<file path="src/common/ofcc_map.svh">
// register offsets, field positions, reset values and timing counts for the
// output format / crc configuration bank; included by the crc, clock divider and bank modules
`ifndef OFCC_MAP_SVH
`define OFCC_MAP_SVH

// printed offsets are not all multiples of four: indices, byte address = 4*index
`define OFCC_IDX_CONFIG0     4'h0
`define OFCC_IDX_CONFIG1     4'h1
`define OFCC_IDX_STATUS      4'h2
`define OFCC_IDX_OUT_CFG     4'h8
`define OFCC_IDX_OFS_HIGH    4'h9
`define OFCC_IDX_OFS_MID     4'ha
`define OFCC_IDX_OFS_LOW     4'hb
`define OFCC_IDX_GAIN_HIGH   4'hc
`define OFCC_IDX_GAIN_MID    4'hd
`define OFCC_IDX_GAIN_LOW    4'he
`define OFCC_IDX_MAP_CRC     4'hf

`define OFCC_BIT_CLK_SEL     7
`define OFCC_BIT_CLK_DIV     6
`define OFCC_BIT_DRV_SEL     5
`define OFCC_BIT_RESERVED    4
`define OFCC_BIT_RES16       3
`define OFCC_BIT_SER_CRC     2
`define OFCC_BIT_MAP_CRC     1
`define OFCC_BIT_STAT_PFX    0

`define OFCC_BIT_SER_ERR     1
`define OFCC_BIT_MAP_ERR     0

`define OFCC_RST_BYTE        8'h00
`define OFCC_RST_GAIN_HIGH   8'h40
`define OFCC_OUT_CFG_WMASK   8'hef
`define OFCC_CLK_DIV_RATIO   4'h8
`define OFCC_CRC_POLY        8'h07

`endif

</file>
<file path="src/common/ofcc_pkg.sv">
// types of the output format / crc configuration bank
// assumes ofcc_map.svh sits on the include path
package ofcc_pkg;
  typedef struct packed {
    logic clk_sel;
    logic clk_div;
    logic drive_sel;
    logic reserved;
    logic res16;
    logic ser_crc;
    logic map_crc;
    logic stat_pfx;
  } ofcc_out_cfg_t;

  typedef struct packed {
    logic        valid;
    logic [23:0] data;
  } ofcc_sample_t;

  typedef enum logic [2:0] {
    OFCC_TX_IDLE = 3'b000,
    OFCC_TX_STAT = 3'b001,
    OFCC_TX_DATA = 3'b010,
    OFCC_TX_CRC  = 3'b011
  } ofcc_tx_state_t;
endpackage

</file>
<file path="src/logic/ofcc_crc8.sv">
// byte-serial crc-8 update, one byte per call of the combinational core
// assumes caller holds the running value in its own register
`timescale 1ns/1ps
`default_nettype none
`include "ofcc_map.svh"
module ofcc_crc8
  import ofcc_pkg::*;
(
  input  wire logic [7:0] crc_i,
  input  wire logic [7:0] data_i,
  output logic      [7:0] crc_o
);
  always_comb begin
    logic [7:0] c;
    c = crc_i ^ data_i;
    for (int i = 0; i < 8; i++) begin
      if (c[7]) begin
        c = {c[6:0], 1'b0} ^ `OFCC_CRC_POLY;
      end else begin
        c = {c[6:0], 1'b0};
      end
    end
    crc_o = c;
  end
endmodule
`default_nettype wire

</file>
<file path="src/logic/ofcc_clk_div.sv">
// clock-enable generator: internal or external source, optional divide by eight
// assumes ext_tick_i is a one-cycle pulse synchronous to ref_clk_i
`timescale 1ns/1ps
`default_nettype none
`include "ofcc_map.svh"
module ofcc_clk_div
  import ofcc_pkg::*;
(
  input  wire logic ref_clk_i,
  input  wire logic reset_i,
  input  wire logic clk_sel_i,
  input  wire logic clk_div_i,
  input  wire logic int_tick_i,
  input  wire logic ext_tick_i,
  output logic      mod_tick_o
);
  logic [3:0] div_cnt;
  logic       ext_use;

  always_ff @(posedge ref_clk_i) begin
    if (reset_i || !clk_sel_i || !clk_div_i) begin
      div_cnt <= 4'h0;
    end else if (ext_tick_i) begin
      div_cnt <= (div_cnt == `OFCC_CLK_DIV_RATIO - 4'h1) ? 4'h0 : div_cnt + 4'h1;
    end
  end

  // divided tick fires on the eighth external edge
  assign ext_use = clk_div_i ? (ext_tick_i && div_cnt == `OFCC_CLK_DIV_RATIO - 4'h1)
                             : ext_tick_i;

  always_ff @(posedge ref_clk_i) begin
    if (reset_i) begin
      mod_tick_o <= 1'b0;
    end else begin
      mod_tick_o <= clk_sel_i ? ext_use : int_tick_i;
    end
  end
endmodule
`default_nettype wire

</file>
<file path="src/logic/ofcc_bank.sv">
// configuration bank: output format, serial and register-map crc, offset correction
// assumes an apb master, a frame source for input bytes and a sample source
//
// The APB register port was chosen for this implementation.
`timescale 1ns/1ps
`default_nettype none
`include "ofcc_map.svh"

// What this block does
// - clock select bit picks internal or external
// - divide bit divides external clock by eight
// - drive select bit gives full or half strength
// - resolution bit picks 24 or 16 bits
// - serial crc on: check input, append output
// - input crc mismatch sets serial error flag
// - writing one clears the serial error flag
// - map crc on: mismatch sets register error
// - prefix bit sends status byte before data
// - three offset registers at 9h, ah, bh
// - offset subtracted as two's complement, before gain
// - map crc off: 0fh is plain scratch
module ofcc_bank
  import ofcc_pkg::*;
(
  input  wire logic        ref_clk_i,
  input  wire logic        reset_i,
  input  wire logic        psel_i,
  input  wire logic        penable_i,
  input  wire logic        pwrite_i,
  input  wire logic [11:0] paddr_i,
  input  wire logic [31:0] pwdata_i,
  input  wire logic [3:0]  pstrb_i,
  output logic      [31:0] prdata_o,
  output logic             pready_o,
  output logic             pslverr_o,
  input  wire logic        int_tick_i,
  input  wire logic        ext_tick_i,
  output logic             mod_tick_o,
  output logic             half_drive_o,
  input  wire logic        rx_valid_i,
  input  wire logic [7:0]  rx_byte_i,
  input  wire logic        rx_last_i,
  input  wire ofcc_sample_t sample_i,
  input  wire logic        tx_ready_i,
  output logic             tx_valid_o,
  output logic      [7:0]  tx_byte_o,
  output logic             tx_last_o
);
  ofcc_out_cfg_t  out_cfg;
  logic [7:0]     cfg0;
  logic [7:0]     cfg1;
  logic [7:0]     ofs_high;
  logic [7:0]     ofs_mid;
  logic [7:0]     ofs_low;
  logic [7:0]     gain_high;
  logic [7:0]     gain_mid;
  logic [7:0]     gain_low;
  logic [7:0]     map_crc;
  logic           ser_err;
  logic           map_err;
  logic           wr_en;
  logic           rd_en;
  logic [3:0]     idx;
  logic           addr_ok;
  logic [7:0]     wbyte;
  logic [7:0]     rd_byte;

  assign idx     = paddr_i[5:2];
  assign addr_ok = (paddr_i[11:6] == 6'h00) && (paddr_i[1:0] == 2'h0) &&
                   (idx <= `OFCC_IDX_CONFIG1 || idx == `OFCC_IDX_STATUS ||
                    idx >= `OFCC_IDX_OUT_CFG);
  // single-cycle access phase; an unmapped address answers with pslverr
  assign pready_o  = 1'b1;
  assign wr_en     = psel_i && penable_i && pwrite_i && addr_ok && pstrb_i[0];
  assign rd_en     = psel_i && !penable_i && !pwrite_i;
  assign pslverr_o = psel_i && penable_i && !addr_ok;
  assign wbyte     = pwdata_i[7:0];

  always_ff @(posedge ref_clk_i) begin
    if (reset_i) begin
      out_cfg <= ofcc_out_cfg_t'(`OFCC_RST_BYTE);
    end else if (wr_en && idx == `OFCC_IDX_OUT_CFG) begin
      // reserved bit stays zero
      out_cfg <= ofcc_out_cfg_t'(wbyte & `OFCC_OUT_CFG_WMASK);
    end
  end

  always_ff @(posedge ref_clk_i) begin
    if (reset_i) begin
      cfg0      <= `OFCC_RST_BYTE;
      cfg1      <= `OFCC_RST_BYTE;
      ofs_high  <= `OFCC_RST_BYTE;
      ofs_mid   <= `OFCC_RST_BYTE;
      ofs_low   <= `OFCC_RST_BYTE;
      gain_high <= `OFCC_RST_GAIN_HIGH;
      gain_mid  <= `OFCC_RST_BYTE;
      gain_low  <= `OFCC_RST_BYTE;
      map_crc   <= `OFCC_RST_BYTE;
    end else if (wr_en) begin
      case (idx)
        `OFCC_IDX_CONFIG0:   cfg0 <= wbyte;
        `OFCC_IDX_CONFIG1:   cfg1 <= wbyte;
        `OFCC_IDX_OFS_HIGH:  ofs_high <= wbyte;
        `OFCC_IDX_OFS_MID:   ofs_mid <= wbyte;
        `OFCC_IDX_OFS_LOW:   ofs_low <= wbyte;
        `OFCC_IDX_GAIN_HIGH: gain_high <= wbyte;
        `OFCC_IDX_GAIN_MID:  gain_mid <= wbyte;
        `OFCC_IDX_GAIN_LOW:  gain_low <= wbyte;
        `OFCC_IDX_MAP_CRC:   map_crc <= wbyte;
        default:             ;
      endcase
    end
  end

  always_comb begin
    case (idx)
      `OFCC_IDX_CONFIG0:   rd_byte = cfg0;
      `OFCC_IDX_CONFIG1:   rd_byte = cfg1;
      `OFCC_IDX_STATUS:    rd_byte = {6'h00, ser_err, map_err};
      `OFCC_IDX_OUT_CFG:   rd_byte = out_cfg;
      `OFCC_IDX_OFS_HIGH:  rd_byte = ofs_high;
      `OFCC_IDX_OFS_MID:   rd_byte = ofs_mid;
      `OFCC_IDX_OFS_LOW:   rd_byte = ofs_low;
      `OFCC_IDX_GAIN_HIGH: rd_byte = gain_high;
      `OFCC_IDX_GAIN_MID:  rd_byte = gain_mid;
      `OFCC_IDX_GAIN_LOW:  rd_byte = gain_low;
      `OFCC_IDX_MAP_CRC:   rd_byte = map_crc;
      default:             rd_byte = 8'h00;
    endcase
  end

  always_ff @(posedge ref_clk_i) begin
    if (reset_i) begin
      prdata_o <= 32'h0000_0000;
    end else if (rd_en) begin
      // setup-phase capture keeps prdata registered yet valid in the access cycle
      prdata_o <= {24'h00_0000, rd_byte};
    end
  end

  // clocking and drive
  ofcc_clk_div u_clk_div (
    .ref_clk_i  (ref_clk_i),
    .reset_i    (reset_i),
    .clk_sel_i  (out_cfg.clk_sel),
    .clk_div_i  (out_cfg.clk_div),
    .int_tick_i (int_tick_i),
    .ext_tick_i (ext_tick_i),
    .mod_tick_o (mod_tick_o)
  );

  always_ff @(posedge ref_clk_i) begin
    if (reset_i) begin
      half_drive_o <= 1'b0;
    end else begin
      half_drive_o <= out_cfg.drive_sel;
    end
  end

  // register-map crc, one byte per cycle over 0h-1h and 4h-eh
  logic [3:0] scan_idx;
  logic [7:0] scan_crc;
  logic [7:0] scan_next;
  logic [7:0] scan_byte;
  logic       scan_skip;
  logic       map_mismatch;

  always_comb begin
    case (scan_idx)
      `OFCC_IDX_CONFIG0:   scan_byte = cfg0;
      `OFCC_IDX_CONFIG1:   scan_byte = cfg1;
      `OFCC_IDX_OUT_CFG:   scan_byte = out_cfg;
      `OFCC_IDX_OFS_HIGH:  scan_byte = ofs_high;
      `OFCC_IDX_OFS_MID:   scan_byte = ofs_mid;
      `OFCC_IDX_OFS_LOW:   scan_byte = ofs_low;
      `OFCC_IDX_GAIN_HIGH: scan_byte = gain_high;
      `OFCC_IDX_GAIN_MID:  scan_byte = gain_mid;
      `OFCC_IDX_GAIN_LOW:  scan_byte = gain_low;
      default:             scan_byte = 8'h00;
    endcase
  end
  // 2h and 3h are outside the covered span; 4h-7h lie outside this bank and read zero
  assign scan_skip = (scan_idx == 4'h2) || (scan_idx == 4'h3);

  ofcc_crc8 u_map_crc (
    .crc_i  (scan_crc),
    .data_i (scan_byte),
    .crc_o  (scan_next)
  );

  always_ff @(posedge ref_clk_i) begin
    if (reset_i) begin
      scan_idx     <= 4'h0;
      scan_crc     <= 8'h00;
      map_mismatch <= 1'b0;
    end else if (scan_idx == `OFCC_IDX_MAP_CRC) begin
      map_mismatch <= (scan_crc != map_crc);
      scan_idx     <= 4'h0;
      scan_crc     <= 8'h00;
    end else begin
      scan_idx <= scan_idx + 4'h1;
      if (!scan_skip) begin
        scan_crc <= scan_next;
      end
    end
  end

  // input frame crc check
  logic [7:0] rx_crc;
  logic [7:0] rx_next;
  logic       ser_mismatch;

  ofcc_crc8 u_rx_crc (
    .crc_i  (rx_crc),
    .data_i (rx_byte_i),
    .crc_o  (rx_next)
  );

  always_ff @(posedge ref_clk_i) begin
    if (reset_i || !out_cfg.ser_crc) begin
      rx_crc <= 8'h00;
    end else if (rx_valid_i) begin
      rx_crc <= rx_last_i ? 8'h00 : rx_next;
    end
  end
  // last byte of a frame is the sender's crc of the bytes before it
  assign ser_mismatch = out_cfg.ser_crc && rx_valid_i && rx_last_i &&
                        (rx_byte_i != rx_crc);

  // set wins over a simultaneous write-one clear
  always_ff @(posedge ref_clk_i) begin
    if (reset_i) begin
      ser_err <= 1'b0;
    end else if (ser_mismatch) begin
      ser_err <= 1'b1;
    end else if (wr_en && idx == `OFCC_IDX_STATUS && wbyte[`OFCC_BIT_SER_ERR]) begin
      ser_err <= 1'b0;
    end
  end

  // flag tracks the latest full comparison; off means scratch only
  always_ff @(posedge ref_clk_i) begin
    if (reset_i || !out_cfg.map_crc) begin
      map_err <= 1'b0;
    end else if (scan_idx == 4'h0) begin
      map_err <= map_mismatch;
    end
  end

  // offset correction; gain is applied downstream
  logic [23:0] corrected;
  logic [23:0] held;
  logic [1:0]  nbytes;
  logic [1:0]  byte_sel;
  logic [7:0]  tx_crc;
  logic [7:0]  tx_next;
  ofcc_tx_state_t tx_state;
  ofcc_tx_state_t next_tx_state;

  assign corrected = sample_i.data - {ofs_high, ofs_mid, ofs_low};

  ofcc_crc8 u_tx_crc (
    .crc_i  (tx_crc),
    .data_i (tx_byte_o),
    .crc_o  (tx_next)
  );

  always_comb begin
    next_tx_state = tx_state;
    case (tx_state)
      OFCC_TX_IDLE: begin
        if (sample_i.valid) begin
          next_tx_state = out_cfg.stat_pfx ? OFCC_TX_STAT : OFCC_TX_DATA;
        end
      end
      OFCC_TX_STAT: begin
        if (tx_ready_i) begin
          next_tx_state = OFCC_TX_DATA;
        end
      end
      OFCC_TX_DATA: begin
        if (tx_ready_i && byte_sel == nbytes) begin
          next_tx_state = out_cfg.ser_crc ? OFCC_TX_CRC : OFCC_TX_IDLE;
        end
      end
      OFCC_TX_CRC: begin
        if (tx_ready_i) begin
          next_tx_state = OFCC_TX_IDLE;
        end
      end
      default: next_tx_state = OFCC_TX_IDLE;
    endcase
  end

  always_ff @(posedge ref_clk_i) begin
    if (reset_i) begin
      tx_state <= OFCC_TX_IDLE;
    end else begin
      tx_state <= next_tx_state;
    end
  end

  always_ff @(posedge ref_clk_i) begin
    if (reset_i) begin
      held     <= 24'h00_0000;
      nbytes   <= 2'h2;
      byte_sel <= 2'h0;
      tx_crc   <= 8'h00;
    end else if (tx_state == OFCC_TX_IDLE && sample_i.valid) begin
      held     <= corrected;
      nbytes   <= out_cfg.res16 ? 2'h1 : 2'h2;
      byte_sel <= 2'h0;
      tx_crc   <= 8'h00;
    end else if (tx_valid_o && tx_ready_i) begin
      tx_crc <= tx_next;
      if (tx_state == OFCC_TX_DATA) begin
        byte_sel <= byte_sel + 2'h1;
      end
    end
  end

  assign tx_valid_o = (tx_state != OFCC_TX_IDLE);
  assign tx_last_o  = (tx_state == OFCC_TX_CRC) ||
                      (tx_state == OFCC_TX_DATA && byte_sel == nbytes && !out_cfg.ser_crc);

  always_comb begin
    case (tx_state)
      OFCC_TX_STAT: tx_byte_o = {6'h00, ser_err, map_err};
      OFCC_TX_DATA: begin
        case (byte_sel)
          2'h0:    tx_byte_o = held[23:16];
          2'h1:    tx_byte_o = held[15:8];
          default: tx_byte_o = held[7:0];
        endcase
      end
      OFCC_TX_CRC:  tx_byte_o = tx_crc;
      default:      tx_byte_o = 8'h00;
    endcase
  end
endmodule
`default_nettype wire

</file>
<file path="config.mk">
export PLATFORM = sky130hd
export DESIGN_NAME = ofcc_bank
export DESIGN_NICKNAME = d
export VERILOG_FILES = /design/src/common/ofcc_pkg.sv /design/src/logic/ofcc_crc8.sv /design/src/logic/ofcc_clk_div.sv /design/src/logic/ofcc_bank.sv
export VERILOG_INCLUDE_DIRS = /design/src /design/src/common
export SDC_FILE = /design/constraint.sdc
export NUM_CORES = 1
export LEC_CHECK = 0
export BUFFER_PORTS_ARGS = -buffer_cell sky130_fd_sc_hd__buf_2
export CORE_MARGIN = 2
export CORE_UTILIZATION = 59
export DETAILED_ROUTE_END_ITERATION = 8
export MAX_ROUTING_LAYER = met4
export PLACE_DENSITY_LB_ADDON = 0.12
export RECOVER_POWER = 100
export SYNTH_ARGS = -nofsm -noshare
export SYNTH_HDL_FRONTEND = slang
export SYNTH_HIERARCHICAL = 1
export SYNTH_SLANG_ARGS = --single-unit
</file>
<file path="constraint.sdc">
create_clock -name ref_clk_i -period 3.04 [get_ports ref_clk_i]
set_input_delay 0.152 -clock ref_clk_i [delete_from_list [all_inputs] [get_ports ref_clk_i]]
set_output_delay 0.152 -clock ref_clk_i [all_outputs]
set_load 0.05 [all_outputs]
</file>
==> out/qor.csv <==
stage;metric;value;unit
power_and_ir_drop;total_leakage_power;3.79;nW
synth;ys_seq_area_share;31.1;%
critical_path;r2r_slack;0.18;ns
cells_and_area;post-route-util;64.8;%
clock_tree;htree_levels;4;
drt;dr.first_iter.drc_count;1290;
timing;worst_pin_slew;1.62;ns
status;run_status;finished with violations;
clock_tree;cts_resized;0;
critical_path;crit_path_start_kind;flop;
clock_tree;root_buffer;clkbuf_16;
cells_and_area;nets;1436;
hold_path;hp-class;in2reg;
synth;synth_area_leader_cell;dfxtp_1;
die;io_pins;137;
timing;final_hold_viol_count;0;
drt;dr.pass1.iters;8;
critical_path;startpoint;scan_idx[0];
hold_path;hold_end;rx_crc[6];
synth;ys_types;86;
drt;via_per_inst;6.11;
hold_path;worstHoldStart;rx_last_i;
placement;dpl.hpwl;22200;um
power_and_ir_drop;vdd_drop_max;429;uV
clock_tree;cts.sinks;154;
synth;synthTopCellsByArea;dfxtp_1 (31%), nand2_1 (9.9%), a21oi_1 (7.1%);
timing;slew_viol_final;34;
synth;synth.ff_latch_count;154;
grt;grt_pass1_vias;8391;
flow_run;max_cap_viol_count;1;
synth;synthAdderAreaFrac;3.99;%
cells_and_area;areaGrowthSynthToFinish;8.08;%
hold_path;hold_depth;3;
critical_path;r2r_cells;11;
critical_path;reg2reg_from;scan_idx[0];
clock_tree;cts_hold_buf;1;
clock_tree;cts_buffer_depth;2;
placement;place_inst;1514;
timing;finalSetupViolations;0;
timing;rsz0062_at_grt;false;
timing;fmax;0.349;GHz
die;dieArea;17800;sq um
clock_tree;cts_tree;yes;
critical_path;crit_fanout;17;
die;rows;47;
synth;synth_area;9910;sq um
grt;antenna_found_initial;0;
timing;fin_skew;0.0120;ns
drt;drtAntennaViolNets;0;
synth;synth-edff-count;0;
synth;synthFlopType;dfxtp_1;
die;core;16500;sq um
grt;busiest_layer;met2;
synth;yosys.area_share.simple;23.4;%
power_and_ir_drop;p_per_area;498;nW/um^2
clock_tree;clkTransAtPathRegs;0.06;ns
die;die_w;134;um
grt;gr-total-overflow;0;
grt;grt_usage;34.8;%
drt;drt-wirelength-per-cell;19.6;um
synth;ys_async_sr_fraction;0;%
die;die_h;134;um
grt;grt_util_met3;7.65;%
critical_path;path_class;reg2reg;
critical_path;rr_endpoint;scan_crc[5];
cells_and_area;final_cells;1547;
synth;synthCells;1267;
critical_path;cp-end-kind;flop;
drt;wl;30300;um
cells_and_area;layout_commonest_cell;nand2_1;
cells_and_area;n_antenna_cell;0;
drt;drc_errors;0;
placement;port_buffers;84;
clock_tree;cts_made_buffers;17;
clock_tree;post_cts_buffers;0;
synth;syn_area_per_cell;7.82;sq um
cells_and_area;final_cell_mix;nand2_1 (263), dfxtp_1 (154), a21oi_1 (142);
timing;period_share;94.2;%
grt;grt_max_degree;40;
synth;synth_top_cell_area_share;31.1;%
synth;synthMuxAreaShare;3.74;%
timing;setup_tns;0;ns
cells_and_area;drive_gt1_share;12.1;%
die;initial_utilization;60.0;%
timing;slew_headroom;-7.96;%
grt;grtUsageMet1;48.6;%
synth;synth_compound_area_share;22.3;%
timing;post-route-min-period;2.86;ns
placement;gp_congestion;0.999;
synth;synth_top_family_by_area;simple AND/OR/NAND/NOR gates;
drt;vias;9446;
grt;gr-usage-met2;50.8;%
synth;yosysWarningCount;6;
synth;synth_xor_area_share;8.58;%
critical_path;arrival;3.23;ns
clock_tree;clk_latency;0.44;ns
grt;grt_pass1_wl;46800;um
critical_path;cp.required;3.41;ns
status;failed_checks;max-capacitance violations, max-slew violations;
synth_stat cells, types with 9 or more instances:
cell type	n
nand4_1	11
a21oi_1	141
a211oi_1	9
nand3b_1	13
xnor2_1	68
clkbuf_1	36
nor2_1	74
nor2_4	11
nand2b_1	11
a221oi_1	11
a22oi_1	18
ha_1	30
nor2b_1	13
and3_1	9
o21ai_0	40
xor2_1	29
nand3_1	16
inv_1	36
buf_4	29
a31oi_1	12
buf_2	19
dfxtp_1	154
mux2i_1	28
nor3_1	18
nand2_1	261
worst max-delay path, stage by stage, from the launching register on:
cell and delay [ns]:
dfxtp_1 0.35, inv_1 0.09, ha_1 0.65, a22oi_1 0.20, nor2_1 0.14, a21oi_1 0.05
o221ai_1 0.32, xnor2_1 0.23, xor2_1 0.36, xnor2_1 0.17, nand2_1 0.07, a21oi_1 0.15
per-layer routing:
layer	up-vias	share of wire, %
met5	-	0
met4	0	2.1
met3	51	11
met2	534	43
met1	4391	44
li1	4470	-
through the flow:
step           hold WS (ns)  power [mW]  setup slack (ns)  instance area, sq um
6_report             0.0274        5.33             0.176                 10700
2_1_floorplan         0.221        3.11           0.00966                  9990
5_1_grt              0.0392        5.53            0.0689                 10700
3_5_place_dp          0.415        3.34             0.288                 10300
4_1_cts              0.0129        5.33             0.261                 10800
3_3_place_gp          0.420        3.33             0.373                 10300
where the power goes:
group / internal [mW] / total (mW) / switching (mW)
Combinational: 0.415 / 1.14 / 0.720
Clock: 1.12 / 2.01 / 0.893
Sequential: 2.10 / 2.18 / 0.0776
Total: 3.64 / 5.33 / 1.69
area by class of cell:
type	count	area [sq um]
clock buffers	20	437
clock inverters	12	101
fillers	1552	5820
inverters	37	139
multi-input cells	1003	6150
flip-flops and latches	154	3080
well taps	220	275
repair buffers	101	524
cells by family (layout without fill, tap and decap cells):
logic type / Yosys count / count (layout)
and+or+nand+nor: 482 / 482
AOI/OAI and AO/OA: 335 / 335
DFF: 154 / 154
buffers and inverters: 133 / 170
xor gates and xnor gates: 97 / 97
muxes: 33 / 33
adders and majority gates: 31 / 31
other: 2 / 25
registers in the layout, indices dropped and copies added, names as in the netlist, 2 cells and up:
signal,flops
byte_sel,2
cfg0,8
cfg1,8
gain_high,8
gain_low,8
gain_mid,8
held,24
map_crc,8
nbytes,2
ofs_high,8
ofs_low,8
ofs_mid,8
out_cfg,7
prdata_o,8
rx_crc,8
scan_crc,8
scan_idx,4
tx_crc,8
tx_state,2
u_clk_div/div_cnt,4
worst max path at each step:
stage	slack, ns	cells past startpoint	endpoint
floorplan	0.01	11	tx_crc[0]
global placement	0.37	9	scan_crc[3]
detailed placement	0.29	11	scan_crc[5]
CTS	0.26	11	scan_crc[4]
global route	0.07	6	gain_mid[3]
finish	0.18	11	scan_crc[5]
(Power assumes the default switching activity.)
